===== src/design/sdial_defs.svh =====
// Purpose: Offsets, field positions, reset values and timing counts
// Assumes: 100 MHz clock
// Notes: Byte addresses on the plain register port
`ifndef SDIAL_DEFS_SVH
`define SDIAL_DEFS_SVH
// ----------------------------------------
// Register offsets
// ----------------------------------------
`define SDIAL_OFS_CTRL 8'h00
`define SDIAL_OFS_SPEED 8'h04
`define SDIAL_OFS_SWPOS 8'h08
`define SDIAL_OFS_SWNEG 8'h0C
`define SDIAL_OFS_ERRLIM 8'h10
`define SDIAL_OFS_COMMTO 8'h14
`define SDIAL_OFS_OFFSET 8'h18
`define SDIAL_OFS_STATUS 8'h1C
`define SDIAL_OFS_POS 8'h20
// ----------------------------------------
// Control and status fields
// ----------------------------------------
`define SDIAL_CTRL_LIMALM 0
`define SDIAL_CTRL_SWALM 1
`define SDIAL_CTRL_MODE_LO 2
`define SDIAL_CTRL_MODE_HI 3
`define SDIAL_CTRL_HSTART 4
`define SDIAL_ST_HOMED 18
`define SDIAL_ST_RUN 19
`define SDIAL_ST_HOMING 20
// ----------------------------------------
// Reset values
// ----------------------------------------
`define SDIAL_RST_SPEED 16'h03E8
`define SDIAL_RST_SWPOS 32'h7FFFFFFF
`define SDIAL_RST_SWNEG 32'h80000000
`define SDIAL_RST_ERRLIM 8'h03
`define SDIAL_RST_COMMTO 32'h00000000
`define SDIAL_RST_OFFSET 16'h0000
// ----------------------------------------
// Blink counts and home modes
// ----------------------------------------
`define SDIAL_BL_OVCUR 4'h5
`define SDIAL_BL_HEAT 4'h2
`define SDIAL_BL_VOLT 4'h3
`define SDIAL_BL_PULSE 4'h2
`define SDIAL_BL_MEM 4'h9
`define SDIAL_BL_MOTION 4'h7
`define SDIAL_MODE_3S 2'h0
`define SDIAL_MODE_2S 2'h1
`define SDIAL_MODE_1D 2'h2
// ----------------------------------------
// Timing
// ----------------------------------------
`define SDIAL_CLK_KHZ 100000
`define SDIAL_BLINK_ON_MS 200
`define SDIAL_BLINK_OFF_MS 300
`define SDIAL_BLINK_GAP_MS 1500
`define SDIAL_BLINK_ON_CYC (`SDIAL_BLINK_ON_MS * `SDIAL_CLK_KHZ)
`define SDIAL_BLINK_OFF_CYC (`SDIAL_BLINK_OFF_MS * `SDIAL_CLK_KHZ)
`define SDIAL_BLINK_GAP_CYC (`SDIAL_BLINK_GAP_MS * `SDIAL_CLK_KHZ)
`define SDIAL_STEP_MDEG 1800
`define SDIAL_TIM_MDEG 7200
`define SDIAL_TIM_STEPS 16'(`SDIAL_TIM_MDEG / `SDIAL_STEP_MDEG)
`define SDIAL_DECEL_STEPS 16'h0010
`endif


===== src/design/sdial_pkg.sv =====
// Purpose: Types shared by the alarm and I/O logic
// Assumes: Nothing beyond the header
// Notes: Structs carry pin and fault groups
package sdial_pkg;
  typedef struct packed {
    logic sensor_input_a;
    logic rls;
    logic fls;
    logic home;
    logic clr;
    logic stop;
    logic rev;
    logic fwd;
  } sdial_pins_t;

  typedef struct packed {
    logic cpu;
    logic mem;
    logic pulse;
    logic unvolt;
    logic ovvolt;
    logic heat;
    logic ovcur;
  } sdial_fault_t;

  typedef struct packed {
    logic cpu;
    logic comto;
    logic comerr;
    logic offset;
    logic swot;
    logic hwot;
    logic timslit;
    logic nohomes;
    logic homeop;
    logic lsrev;
    logic bothls;
    logic nohome;
    logic mem;
    logic pulse;
    logic unvolt;
    logic ovvolt;
    logic heat;
    logic ovcur;
  } sdial_alarm_t;

  typedef enum logic [3:0] {
    HM_IDLE = 4'h1,
    HM_SEEK = 4'h2,
    HM_DECEL = 4'h4,
    HM_OFFS = 4'h8
  } sdial_home_st_t;

  typedef enum logic [2:0] {
    BL_GAP = 3'h1,
    BL_ON = 3'h2,
    BL_OFF = 3'h4
  } sdial_blink_st_t;
endpackage


===== src/design/sdial_sync.sv =====
// Purpose: Three-stage synchroniser with agreement filter
// Assumes: Inputs asynchronous to clk
// Notes: A change is taken once stages two and three agree
`timescale 1ns/1ps
`default_nettype none
module sdial_sync #(
  parameter int W = 8
) (
  input wire logic clk,
  input wire logic rstn,
  input wire logic [W-1:0] din,
  output logic [W-1:0] dout
);
  logic [W-1:0] s1;
  logic [W-1:0] s2;
  logic [W-1:0] s3;

  always_ff @(posedge clk or negedge rstn) begin
    if (!rstn) begin
      s1 <= '0;
      s2 <= '0;
      s3 <= '0;
    end else begin
      s1 <= din;
      s2 <= s1;
      s3 <= s2;
    end
  end

  // Per bit: hold the last agreed level while stages disagree
  always_ff @(posedge clk or negedge rstn) begin
    if (!rstn) begin
      dout <= '0;
    end else begin
      dout <= (s2 & s3) | (dout & (s2 ^ s3));
    end
  end
endmodule
`default_nettype wire


===== src/design/sdial_blink.sv =====
// Purpose: Alarm indicator flash-group generator
// Assumes: Count zero means no alarm
// Notes: Steady request overrides flashing
`timescale 1ns/1ps
`default_nettype none
module sdial_blink #(
  parameter int unsigned ON_CYC = 1,
  parameter int unsigned OFF_CYC = 1,
  parameter int unsigned GAP_CYC = 1
) (
  input wire logic clk,
  input wire logic rstn,
  input wire logic [3:0] count,
  input wire logic steady,
  output logic led
);
  sdial_pkg::sdial_blink_st_t state;
  logic [31:0] timer;
  logic [3:0] left;
  logic expired;

  always_comb begin
    unique case (state)
      sdial_pkg::BL_ON: expired = timer >= ON_CYC - 1;
      sdial_pkg::BL_OFF: expired = timer >= OFF_CYC - 1;
      default: expired = timer >= GAP_CYC - 1;
    endcase
  end

  // Counted flashes, then a long dark pause so the group can be read
  always_ff @(posedge clk or negedge rstn) begin
    if (!rstn) begin
      state <= sdial_pkg::BL_GAP;
      timer <= '0;
      left <= '0;
    end else if (count == 4'h0) begin
      state <= sdial_pkg::BL_GAP;
      timer <= '0;
    end else if (!expired) begin
      timer <= timer + 32'h1;
    end else begin
      timer <= '0;
      unique case (state)
        sdial_pkg::BL_GAP: begin
          state <= sdial_pkg::BL_ON;
          left <= count - 4'h1;
        end
        sdial_pkg::BL_ON: state <= sdial_pkg::BL_OFF;
        sdial_pkg::BL_OFF: begin
          if (left == 4'h0) begin
            state <= sdial_pkg::BL_GAP;
          end else begin
            state <= sdial_pkg::BL_ON;
            left <= left - 4'h1;
          end
        end
        default: state <= sdial_pkg::BL_GAP;
      endcase
    end
  end

  always_ff @(posedge clk or negedge rstn) begin
    if (!rstn) begin
      led <= 1'b0;
    end else begin
      led <= steady || (state == sdial_pkg::BL_ON && count != 4'h0);
    end
  end
endmodule
`default_nettype wire


===== src/design/sdial_top.sv =====
// Purpose: Control inputs, status outputs and protective alarms of a stepper driver
// Assumes: Pins and fault detectors are asynchronous; link events are on clk
// Notes: Any latched alarm stops the motor until cleared
`include "sdial_defs.svh"
`timescale 1ns/1ps
`default_nettype none
module sdial_top #(
  parameter int unsigned BLINK_ON_CYC = `SDIAL_BLINK_ON_CYC,
  parameter int unsigned BLINK_OFF_CYC = `SDIAL_BLINK_OFF_CYC,
  parameter int unsigned BLINK_GAP_CYC = `SDIAL_BLINK_GAP_CYC
) (
  input wire logic clk,
  input wire logic rstn,
  input wire logic forwardRunInput,
  input wire logic reverseRunInput,
  input wire logic stopInput,
  input wire logic alarmClearInput,
  input wire logic homeSensorInput,
  input wire logic forwardLimitInput,
  input wire logic reverseLimitInput,
  input wire logic sensorInputA,
  input wire sdial_pkg::sdial_fault_t faultIn,
  input wire logic commFrame,
  input wire logic commError,
  input wire logic absMoveStart,
  input wire logic [7:0] regAddr,
  input wire logic [31:0] regWdata,
  input wire logic regWr,
  input wire logic regRd,
  output logic [31:0] regRdata,
  output logic alarmContactOutput,
  output logic shaftAnglePulseOutput,
  output logic stepPulse,
  output logic stepDir,
  output logic alarmLed
);
  sdial_pkg::sdial_pins_t pin;
  sdial_pkg::sdial_fault_t flt;
  sdial_pkg::sdial_alarm_t alarm;
  sdial_pkg::sdial_alarm_t setA;
  sdial_pkg::sdial_home_st_t hst;
  logic limAlm;
  logic swAlm;
  logic [1:0] homeMode;
  logic homeStart;
  logic [15:0] speed;
  logic signed [31:0] swPos;
  logic signed [31:0] swNeg;
  logic [7:0] errLim;
  logic [31:0] commTo;
  logic [15:0] offsetSteps;
  logic signed [31:0] pos;
  logic [15:0] timCnt;
  logic [15:0] stepTimer;
  logic [15:0] homeCnt;
  logic homed;
  logic homeDir;
  logic passedLim;
  logic homeDone;
  logic clrPrev;
  logic flsPrev;
  logic rlsPrev;
  logic [7:0] errCnt;
  logic [31:0] idleCnt;
  logic alarmAny;
  logic homing;
  logic wantRun;
  logic moveFwd;
  logic blocked;
  logic stepTick;
  logic limEdge;
  logic clrEdge;
  logic [3:0] blinkCount;

  // ----------------------------------------
  // Input capture
  // ----------------------------------------
  sdial_sync #(.W($bits(sdial_pkg::sdial_pins_t) + $bits(sdial_pkg::sdial_fault_t))) u_sync (
    .clk(clk),
    .rstn(rstn),
    .din({faultIn, sensorInputA, reverseLimitInput, forwardLimitInput, homeSensorInput,
      alarmClearInput, stopInput, reverseRunInput, forwardRunInput}),
    .dout({flt, pin})
  );

  always_ff @(posedge clk or negedge rstn) begin
    if (!rstn) begin
      clrPrev <= 1'b0;
      flsPrev <= 1'b0;
      rlsPrev <= 1'b0;
    end else begin
      clrPrev <= pin.clr;
      flsPrev <= pin.fls;
      rlsPrev <= pin.rls;
    end
  end

  assign clrEdge = pin.clr && !clrPrev;
  assign limEdge = (pin.fls && !flsPrev) || (pin.rls && !rlsPrev);

  // ----------------------------------------
  // Register writes
  // ----------------------------------------
  always_ff @(posedge clk or negedge rstn) begin
    if (!rstn) begin
      limAlm <= 1'b0;
      swAlm <= 1'b0;
      homeMode <= `SDIAL_MODE_3S;
      homeStart <= 1'b0;
      speed <= `SDIAL_RST_SPEED;
      swPos <= `SDIAL_RST_SWPOS;
      swNeg <= `SDIAL_RST_SWNEG;
      errLim <= `SDIAL_RST_ERRLIM;
      commTo <= `SDIAL_RST_COMMTO;
      offsetSteps <= `SDIAL_RST_OFFSET;
    end else begin
      homeStart <= 1'b0;
      if (regWr) begin
        unique case (regAddr)
          `SDIAL_OFS_CTRL: begin
            limAlm <= regWdata[`SDIAL_CTRL_LIMALM];
            swAlm <= regWdata[`SDIAL_CTRL_SWALM];
            homeMode <= regWdata[`SDIAL_CTRL_MODE_HI:`SDIAL_CTRL_MODE_LO];
            homeStart <= regWdata[`SDIAL_CTRL_HSTART];
          end
          `SDIAL_OFS_SPEED: speed <= regWdata[15:0];
          `SDIAL_OFS_SWPOS: swPos <= regWdata;
          `SDIAL_OFS_SWNEG: swNeg <= regWdata;
          `SDIAL_OFS_ERRLIM: errLim <= regWdata[7:0];
          `SDIAL_OFS_COMMTO: commTo <= regWdata;
          `SDIAL_OFS_OFFSET: offsetSteps <= regWdata[15:0];
          default: ;
        endcase
      end
    end
  end

  // ----------------------------------------
  // Register reads
  // ----------------------------------------
  always_ff @(posedge clk or negedge rstn) begin
    if (!rstn) begin
      regRdata <= '0;
    end else if (regRd) begin
      unique case (regAddr)
        `SDIAL_OFS_CTRL: regRdata <= {28'h0, homeMode, swAlm, limAlm};
        `SDIAL_OFS_SPEED: regRdata <= {16'h0, speed};
        `SDIAL_OFS_SWPOS: regRdata <= swPos;
        `SDIAL_OFS_SWNEG: regRdata <= swNeg;
        `SDIAL_OFS_ERRLIM: regRdata <= {24'h0, errLim};
        `SDIAL_OFS_COMMTO: regRdata <= commTo;
        `SDIAL_OFS_OFFSET: regRdata <= {16'h0, offsetSteps};
        `SDIAL_OFS_STATUS: regRdata <= {11'h0, homing, wantRun && !blocked, homed, alarm};
        `SDIAL_OFS_POS: regRdata <= pos;
        default: regRdata <= '0;
      endcase
    end else begin
      regRdata <= '0;
    end
  end

  // ----------------------------------------
  // Motion
  // ----------------------------------------
  assign alarmAny = |alarm;
  assign homing = hst != sdial_pkg::HM_IDLE;
  assign moveFwd = homing ? homeDir : pin.fwd;
  // Both run inputs at once cancel; any alarm or stop holds the motor
  assign wantRun = !alarmAny && !pin.stop &&
    (homing || (pin.fwd ^ pin.rev));
  // Outside homing, a limit, or once homed a software limit, refuses travel into it
  assign blocked = !homing && (moveFwd ? (pin.fls || (homed && pos >= swPos))
    : (pin.rls || (homed && pos <= swNeg)));
  assign stepTick = wantRun && !blocked && stepTimer >= speed;

  always_ff @(posedge clk or negedge rstn) begin
    if (!rstn) begin
      stepTimer <= '0;
    end else if (!wantRun || blocked || stepTick) begin
      stepTimer <= '0;
    end else begin
      stepTimer <= stepTimer + 16'h1;
    end
  end

  always_ff @(posedge clk or negedge rstn) begin
    if (!rstn) begin
      stepPulse <= 1'b0;
      stepDir <= 1'b0;
    end else begin
      stepPulse <= stepTick;
      stepDir <= moveFwd;
    end
  end

  always_ff @(posedge clk or negedge rstn) begin
    if (!rstn) begin
      pos <= '0;
      timCnt <= '0;
      homed <= 1'b0;
    end else if (homeDone) begin
      pos <= '0;
      timCnt <= '0;
      homed <= 1'b1;
    end else if (stepTick) begin
      pos <= moveFwd ? pos + 32'sd1 : pos - 32'sd1;
      if (moveFwd) begin
        timCnt <= (timCnt == `SDIAL_TIM_STEPS - 16'h1) ? 16'h0 : timCnt + 16'h1;
      end else begin
        timCnt <= (timCnt == 16'h0) ? `SDIAL_TIM_STEPS - 16'h1 : timCnt - 16'h1;
      end
    end
  end

  always_ff @(posedge clk or negedge rstn) begin
    if (!rstn) begin
      shaftAnglePulseOutput <= 1'b0;
    end else begin
      shaftAnglePulseOutput <= homed && timCnt == 16'h0;
    end
  end

  // ----------------------------------------
  // Return to home
  // ----------------------------------------
  always_comb begin
    setA = '0;
    homeDone = 1'b0;
    unique case (hst)
      sdial_pkg::HM_SEEK: begin
        if (homeMode == `SDIAL_MODE_3S) begin
          if (pin.home) begin
            setA.timslit = !pin.sensor_input_a;
            homeDone = pin.sensor_input_a && offsetSteps == 16'h0;
          end else if (homeDir ? pin.fls : pin.rls) begin
            setA.nohomes = passedLim;
          end
        end else if (homeMode == `SDIAL_MODE_2S) begin
          homeDone = (homeDir ? pin.fls : pin.rls) && offsetSteps == 16'h0;
        end
        if (homeMode != `SDIAL_MODE_1D && !passedLim) begin
          setA.lsrev = homeDir ? pin.rls : pin.fls;
        end
      end
      sdial_pkg::HM_DECEL: begin
        setA.homeop = !pin.home;
        homeDone = pin.home && homeCnt == 16'h0 && offsetSteps == 16'h0;
      end
      sdial_pkg::HM_OFFS: begin
        setA.offset = limEdge;
        homeDone = !limEdge && homeCnt == offsetSteps;
      end
      default: ;
    endcase
    setA.bothls = homeStart && pin.fls && pin.rls;
    setA.nohome = absMoveStart && !homed;
    setA.hwot = limAlm && !homing && (pin.fls || pin.rls);
    setA.swot = swAlm && !homing && homed && (pos >= swPos || pos <= swNeg);
    setA.ovcur = flt.ovcur;
    setA.heat = flt.heat;
    setA.ovvolt = flt.ovvolt;
    setA.unvolt = flt.unvolt;
    setA.pulse = flt.pulse;
    setA.mem = flt.mem;
    setA.cpu = flt.cpu;
    setA.comerr = errLim != 8'h0 && errCnt >= errLim;
    setA.comto = commTo != 32'h0 && idleCnt >= commTo;
  end

  always_ff @(posedge clk or negedge rstn) begin
    if (!rstn) begin
      hst <= sdial_pkg::HM_IDLE;
      homeDir <= 1'b1;
      passedLim <= 1'b0;
      homeCnt <= '0;
    end else if (hst != sdial_pkg::HM_IDLE && (alarmAny || pin.stop || homeDone)) begin
      hst <= sdial_pkg::HM_IDLE;
    end else begin
      unique case (hst)
        sdial_pkg::HM_IDLE: begin
          if (homeStart && !alarmAny && !(pin.fls && pin.rls)) begin
            hst <= sdial_pkg::HM_SEEK;
            homeDir <= 1'b1;
            passedLim <= 1'b0;
            homeCnt <= '0;
          end
        end
        sdial_pkg::HM_SEEK: begin
          if (homeMode == `SDIAL_MODE_1D && pin.home) begin
            hst <= sdial_pkg::HM_DECEL;
            homeCnt <= `SDIAL_DECEL_STEPS;
          end else if (homeMode == `SDIAL_MODE_3S && pin.home) begin
            hst <= sdial_pkg::HM_OFFS;
            homeCnt <= '0;
          end else if (homeMode == `SDIAL_MODE_2S && (homeDir ? pin.fls : pin.rls)) begin
            hst <= sdial_pkg::HM_OFFS;
            homeDir <= !homeDir;
            homeCnt <= '0;
          end else if (homeMode == `SDIAL_MODE_3S && !passedLim &&
            (homeDir ? pin.fls : pin.rls)) begin
            homeDir <= !homeDir;
            passedLim <= 1'b1;
          end
        end
        sdial_pkg::HM_DECEL: begin
          if (homeCnt == 16'h0) begin
            hst <= sdial_pkg::HM_OFFS;
          end else if (stepTick) begin
            homeCnt <= homeCnt - 16'h1;
          end
        end
        sdial_pkg::HM_OFFS: begin
          if (stepTick) begin
            homeCnt <= homeCnt + 16'h1;
          end
        end
        default: hst <= sdial_pkg::HM_IDLE;
      endcase
    end
  end

  // ----------------------------------------
  // Link supervision
  // ----------------------------------------
  always_ff @(posedge clk or negedge rstn) begin
    if (!rstn) begin
      errCnt <= '0;
      idleCnt <= '0;
    end else begin
      if (commFrame) begin
        errCnt <= '0;
      end else if (commError && errCnt != 8'hFF) begin
        errCnt <= errCnt + 8'h1;
      end
      if (commFrame || commError) begin
        idleCnt <= '0;
      end else if (idleCnt != 32'hFFFFFFFF) begin
        idleCnt <= idleCnt + 32'h1;
      end
    end
  end

  // ----------------------------------------
  // Alarm latch and indication
  // ----------------------------------------
  // A cause present during the clear edge re-latches at once: set wins
  always_ff @(posedge clk or negedge rstn) begin
    if (!rstn) begin
      alarm <= '0;
    end else begin
      alarm <= (clrEdge ? '0 : alarm) | setA;
    end
  end

  function automatic logic [3:0] blink_of(input sdial_pkg::sdial_alarm_t a);
    if (a.ovcur) begin
      return `SDIAL_BL_OVCUR;
    end else if (a.heat) begin
      return `SDIAL_BL_HEAT;
    end else if (a.ovvolt || a.unvolt) begin
      return `SDIAL_BL_VOLT;
    end else if (a.pulse) begin
      return `SDIAL_BL_PULSE;
    end else if (a.mem) begin
      return `SDIAL_BL_MEM;
    end else if (|a[16:5]) begin
      return `SDIAL_BL_MOTION;
    end
    return 4'h0;
  endfunction

  assign blinkCount = blink_of(alarm);

  sdial_blink #(
    .ON_CYC(BLINK_ON_CYC),
    .OFF_CYC(BLINK_OFF_CYC),
    .GAP_CYC(BLINK_GAP_CYC)
  ) u_blink (
    .clk(clk),
    .rstn(rstn),
    .count(blinkCount),
    .steady(alarm.cpu),
    .led(alarmLed)
  );

  always_ff @(posedge clk or negedge rstn) begin
    if (!rstn) begin
      alarmContactOutput <= 1'b1;
    end else begin
      alarmContactOutput <= !alarmAny;
    end
  end
endmodule
`default_nettype wire


===== config.mk =====
export PLATFORM = sky130hd
export DESIGN_NAME = sdial_top
export DESIGN_NICKNAME = d
export VERILOG_FILES = /design/src/design/sdial_pkg.sv /design/src/design/sdial_sync.sv /design/src/design/sdial_blink.sv /design/src/design/sdial_top.sv
export VERILOG_INCLUDE_DIRS = /design/src /design/src/design
export SDC_FILE = /design/constraint.sdc
export NUM_CORES = 1
export LEC_CHECK = 0
export ABC_AREA = 1
export ABC_CLOCK_PERIOD_IN_PS = 4450
export BUFFER_PORTS_ARGS = -buffer_cell sky130_fd_sc_hd__buf_2
export CAP_MARGIN = 20
export CORE_MARGIN = 2
export CORE_UTILIZATION = 25
export DETAILED_ROUTE_END_ITERATION = 8
export PLACE_DENSITY = 0.48
export SLEW_MARGIN = 15
export SYNTH_ARGS = -nofsm -noshare
export SYNTH_HDL_FRONTEND = slang
export SYNTH_HIERARCHICAL = 1
export SYNTH_SLANG_ARGS = --single-unit

===== constraint.sdc =====
create_clock -name clk -period 4.45 [get_ports clk]
set_input_delay 0.6675 -clock clk [delete_from_list [all_inputs] [get_ports clk]]
set_output_delay 0.6675 -clock clk [all_outputs]
set_load 0.05 [all_outputs]

## Word level (Yosys, flattened, before mapping)

Index checks and enable logic that the tools add are counted.

| storage, ports and cells | value |
|---|---|
| register bits after elaboration | 425 |
| input port bits | 62 |
| output and inout port bits | 37 |
| word-level logic and storage cells | 301 |

| cells by class | value |
|---|---|
| add/sub/neg operators | 12 |
| order comparisons | 8 |
| equality and inequality tests | 38 |
| mux-type cells | 84 |
| bitwise operators | 8 |
| reduce and logical (&&, ||, !) cells | 97 |

Operator list:

| kind | number |
|---|---|
| 32-bit case mux with 9 select lines | 1 |
| 32-bit two-way mux | 8 |
| 16-bit two-way mux | 13 |
| 32-bit by 1-bit adder with 32-bit output (second input constant) | 2 |
| 32-bit by 25-bit >= comparator with 1-bit output (second input constant) | 2 |
| 32-bit >= comparator | 2 |
| 16-bit case mux with 4 select lines | 1 |
| 4-bit two-way mux | 14 |
| 16-bit by 1-bit adder with 16-bit output (second input constant) | 3 |
| 16-bit logical NOT | 3 |
| 1-bit logical AND | 38 |
| 32-bit by 2-bit adder with 32-bit output (second input constant) | 1 |
| 8-bit by 5-bit == test with 1-bit output (second input constant) | 4 |
| 32-bit by 28-bit >= comparator with 1-bit output (second input constant) | 1 |
| 32-bit less-or-equal comparator | 1 |
| 1-bit two-way mux | 32 |
| 32-bit inequality test (second input constant) | 1 |
| 32-bit nonzero test | 1 |
| 16-bit by 1-bit subtractor with 16-bit output (second input constant) | 2 |
| 32-bit by 2-bit subtractor with 32-bit output (second input constant) | 1 |
| 15-bit AND | 2 |
| 2-bit inequality test (second input constant) | 11 |
| 18-bit two-way mux | 1 |
| 18-bit bitwise OR | 1 |
| other kinds (49) | 101 |

## Depth between registers and ports, before layout

| logic depth | value |
|---|---|
| depth in word-level cells | 11 |
| mapped depth | 24 |
| depth with buffers taken out | 24 |

## Hierarchy

The synthesis kept the hierarchy.

Modules (own cells, without submodules):

| module | instances | cells each | area each (um^2) | seq. area each (um^2) |
|---|---|---|---|---|
| sdial_top | 1 | 2649 | 20584.7 | 8186.6 |
| sdial_blink | 1 | 339 | 2421.1 | 1002.2 |
| sdial_sync | 1 | 120 | 1858.0 | 1501.4 |

## Least setup slack after synthesis

No wires, ideal clock.

| path | value |
|---|---|
| path type | register to register |
| start point | register hst[0] |
| end point | register pos[31] |
| library setup time | 126 ps |
| arrival time | 3077 ps |
| data required time | 4324 ps |
| setup slack | 1247 ps |
| cell stages (with the launch flop) | 18 |
| buffers on the path | 1 |
| period minus slack after synthesis | 3203 ps |
| path through | dfstp_2 -> inv_1 -> nor3_4 -> inv_2 -> o21ai_2 -> buf_6 -> ha_1 -> o2bb2ai_1 -> o21bai_1 -> nand3_1 -> nand2_1 -> a21oi_1 -> o21ai_0 -> nand3_1 -> nand2_1 -> or2_2 -> nand3_1 -> o21ai_0 |

| on the way | value |
|---|---|
| word-level cells in the longest chain between the ends | 8 |
| elaborated cells between the ends (all ways) | 18 |
| those cells by class | 4 x eq/ne; 6 x mux; 8 x reduce/logical |

Ends and longest elaborated chain:

| what | line | RTL |
|---|---|---|
| from (decl) | sdial_top.sv:41 | `sdial_pkg::sdial_home_st_t hst;` |
| from (signal assigned) | sdial_top.sv:272 | `hst <= sdial_pkg::HM_IDLE;` |
| from (signal assigned) | sdial_top.sv:277 | `hst <= sdial_pkg::HM_IDLE;` |
| from (signal assigned) | sdial_top.sv:282 | `hst <= sdial_pkg::HM_SEEK;` |
| 4-bit by 1-bit inequality test with 1-bit output | sdial_top.sv:166 | `assign homing = hst != sdial_pkg::HM_IDLE;` |
| 1-bit two-way mux | sdial_top.sv:167 | `assign moveFwd = homing ? homeDir : pin.fwd;` |
| 1-bit two-way mux | sdial_top.sv:172 | `assign blocked = !homing && (moveFwd ? (pin.fls \|\| (homed && pos >= swPos))` |
| 1-bit logical AND | sdial_top.sv:172 |  |
| 1-bit logical NOT | sdial_top.sv:174 | `assign stepTick = wantRun && !blocked && stepTimer >= speed;` |
| 1-bit logical AND (2 in series) | sdial_top.sv:174 |  |
| 2-bit nonzero test (no line) | -- |  |
| to (signal assigned) | sdial_top.sv:206 | `pos <= moveFwd ? pos + 32'sd1 : pos - 32'sd1;` |
| to (decl) | sdial_top.sv:52 | `logic signed [31:0] pos;` |

Parallel ways exist; a longest one is shown, timed or not. The select of a mux whose other input is x is not followed.
A chain may end at the register's enable or synchronous reset.

## Worst setup path in the final report

| path | value |
|---|---|
| start point | register hst[0] |
| end point | register pos[27] |

Same word-level chain as after synthesis.

==> results_dict.tcl <==
set metrics [dict create \
    synth_area_um2 24860 \
    boundaryPins 99 \
    clock_skew_ns 0.04462 \
    seqPwrFrac 0.417 \
    ir_drop_mv 0.2621 \
    crit_path_start_kind "register" \
    cts_setup_buffers 0 \
    row_count 115 \
    synthTopCellsByArea "dfrtp_1 38%, nand2_1 11%, ha_1 9.4%" \
    post-place-ws_ns 0.7848 \
    antenna_found_initial 5 \
    fin_util 0.2929 \
    vias_per_cell 4.650 \
    synthFlopType "dfrtp_1" \
    cts_tree "done" \
    antenna_left 0 \
    total_power_w 0.01005 \
    r2r_cells 14 \
    wl_per_cell_um 17.31 \
    insertion_delay_ns 0.65 \
    routed_wl_mm 78.93 \
    min_path_cells 1 \
    initial_core_util 0.2526 \
    grt-ovfl-total 0 \
    critPathKind "register to register" \
    rsz0062_at_grt "false" \
    cap_violations 0 \
    finalCriticalPeriod_ns 3.662 \
    endpoint_kind "register" \
    fmaxAchievable_mhz 273.1 \
    cts_resized 0 \
    crit_required_ns 4.96 \
    r2r_slack_ns 0.79 \
    switching_power_w 0.002788 \
    status "finished, final reports clean" \
    grt_max_degree 111 \
    tightest_slew_ns 1.047 \
    die_w_um 319.4 \
    maxSlewHeadroom 0.2980 \
    intPower_w 0.007260 \
    crit_end "pos[27]$_DFFE_PN0P_" \
    dpl.hpwl_mm 59.65 \
    r2r-start "hst[0]$_DFFE_PN1P_" \
    yosysUniqueCellTypes 66 \
    use_met1 0.2263 \
    clockPowerShare 0.465 \
    path_max_fanout 22 \
    period_share 0.8230 \
    grt_pass1_vias 20512 \
    postCtsHoldBufs 1 \
    fp.coreArea_um2 98420 \
    synth_top_area_share 0.3835 \
    dpl_cell_area_um2 26920 \
    synthCells 3108 \
    crit_arrival_ns 4.18 \
    grt_busiest_layer "met2" \
    firstDrtPassIters 8 \
    root_buffer "clkbuf_16" \
    drcViolationCount 0 \
    yosysTopAreaCell "dfrtp_1" \
    finalHoldViolations 0 \
    p_sw_frac 0.2774 \
    seq_area_frac_synth 0.4300 \
    async_reset_ff_frac 1.000 \
    use_met2 0.2383 \
    clk_pin_slew_ns 0.06 \
    cts_sinks 425 \
    yosysWarnings 6 \
    timing.rr.end "pos[27]$_DFFE_PN0P_" \
    synth_edf_count 0 \
    num_vias 21200 \
    drt_iter0_markers 1600 \
    final.setup.worst_slack_ns 0.7877 \
    stdcell_area_um2 28820 \
    p_leak_nw 13.58 \
    syn_avg_cell_area_um2 8.000 \
    ys_seq_elements 425 \
    die_h_um 319.4 \
    grt_pass1_wl_mm 123.6 \
    met3_usage 0.01778 \
    grt_usage 0.1546 \
    fin_nets 3477 \
    io_buffers 98 \
    area_growth_pct 15.92 \
    critPathLaunch "hst[0]$_DFFE_PN1P_" \
    hp-class "input port to register" \
    tns_ns 0 \
    drive_above_1_share 0.1055 \
    cts_max_level 2 \
    powerDensity_nw_per_um2 348.6 \
    clockBufferDepth 3 \
    gp_congestion 0.8905 \
    comb_power_share 0.118 \
    cts_buffers 53 \
    slew_viol_final 0 \
    setup_violations 0 \
    holdCritStartpoint "faultIn[6]" \
    die_area_um2 102000 \
]
layout by cell type, fill, tap and decap left out, types with 4 or more instances in the layout:
cell	Yosys	final
nand2_1	704	701
inv_1	429	429
dfrtp_1	381	381
nor2_1	273	273
o21ai_0	249	249
ha_1	187	187
a21oi_1	173	173
nand3_1	113	113
buf_2	3	97
o22ai_1	54	54
clkbuf_16	0	53
xor2_1	51	51
nor3_1	48	48
dfstp_2	44	44
nand4_1	41	41
nor4_1	33	33
xnor2_1	33	33
o21ai_2	31	30
buf_4	7	28
a221oi_1	17	17
o21bai_1	15	15
or2_2	14	14
o21ai_1	14	14
clkbuf_1	53	13
a31oi_1	12	12
a211oi_1	10	10
o21a_1	9	9
bufinv_16	0	9
clkinv_2	0	9
a21o_1	8	8
nor3b_1	8	8
inv_2	7	7
nand3b_1	7	7
nand2_2	4	7
clkbuf_8	0	7
nor2_2	6	6
o211ai_1	6	6
o2111ai_1	5	5
buf_12	0	4
conb_1	1	4
worst max-delay path, cell delays in order, from the launching register on:
cell	delay, ns
dfstp_2	0.52
inv_1	0.07
nor3_4	0.18
inv_2	0.13
o21ai_4	0.55
buf_4	0.32
ha_1	0.23
nand2_1	0.11
nor2_1	0.21
inv_1	0.10
o311ai_0	0.71
nand2_1	0.10
nand2_1	0.11
xnor2_1	0.14
o21ai_2	0.08
power by group through the flow:
stage / Combinational (W) / Sequential (W) / Clock [W]
final: 0.00118 / 0.00419 / 0.00467
after floorplan: 0.000763 / 0.00422 / 0
after detailed placement: 0.00120 / 0.00426 / 0
after global placement: 0.00120 / 0.00426 / 0
after global routing: 0.00136 / 0.00422 / 0.00496
after CTS: 0.00120 / 0.00419 / 0.00481
flip-flops by register name, indices dropped and copies added, names as in the netlist, 3 cells and up:
| signal | count |
|---|---|
| commTo | 32 |
| alarm | 18 |
| pos | 32 |
| u_sync/s1 | 15 |
| homeCnt | 16 |
| timCnt | 16 |
| u_blink/left | 4 |
| stepTimer | 16 |
| u_sync/s3 | 15 |
| u_blink/state | 3 |
| swNeg | 32 |
| swPos | 32 |
| regRdata | 32 |
| u_blink/timer | 32 |
| u_sync/s2 | 15 |
| hst | 4 |
| errLim | 8 |
| errCnt | 8 |
| u_sync/dout | 15 |
| idleCnt | 32 |
| speed | 16 |
| offsetSteps | 16 |
logic make-up after synthesis:
kind of cell | share of synthesized area
adder cells (fa/ha/maj) | 0.09571
flip-flops | 0.4300
multiplexers | 0.0004026
AND/OR/NAND/NOR | 0.2173
other | 0.0001508
buffers and inverters | 0.08047
XOR/XNOR | 0.02959
AO/OA/AOI/OAI | 0.1464
worst min-delay path by stage:
| stage | to | slack (ns) |
|---|---|---|
| 2_1_floorplan | u_sync/s2[0]$_DFF_PN0_ | 0.33 |
| 3_5_place_dp | u_sync/s2[7]$_DFF_PN0_ | 0.33 |
| 4_1_cts | u_sync/s1[7]$_DFF_PN0_ | 0.13 |
| 6_report | u_sync/s1[14]$_DFF_PN0_ | 0.16 |
| 3_3_place_gp | u_sync/s2[2]$_DFF_PN0_ | 0.34 |
| 5_1_grt | u_sync/s1[10]$_DFF_PN0_ | 0.15 |
cell usage after synthesis, types with 8 or more instances:
master,instances
nand4_1,41
xor2_1,51
ha_1,187
inv_1,429
nor3_1,48
nor4_1,33
a31oi_1,12
clkbuf_1,53
nand3_1,113
buf_6,8
or2_2,14
o21ai_0,249
o21ai_1,14
o21ai_2,31
dfrtp_1,381
nand2_1,704
o22ai_1,54
xnor2_1,33
a221oi_1,17
o21bai_1,15
o21a_1,9
dfstp_2,44
a211oi_1,10
a21oi_1,173
a21o_1,8
nor2_1,273
nor3b_1,8
per-stage QoR:
| step | cells | hold slack, ns |
|---|---|---|
| floorplan | 3111 | 0.3312 |
| global placement | 4456 | 0.3355 |
| detailed placement | 4456 | 0.3347 |
| CTS | 4556 | 0.1259 |
| global route | 4557 | 0.1470 |
| finish | 4559 | 0.1631 |
cell type report:
cell class	count	area, um2
Fill cell	10678	69600
Multi-Input combinational cell	2177	12200
Sequential cell	425	10690
Inverter	438	1644
Tap cell	1287	1610
Clock buffer	73	1471
Timing Repair Buffer	131	800.8
Clock inverter	26	396.6
Antenna cell	2	5.005
routing by layer:
layer,share of wire,vias up
met2,0.43,501
met4,0.025,0
met1,0.49,10081
met3,0.050,105
li1,-,10513
met5,0,-
Note: power is estimated with default switching activity, not from simulation.
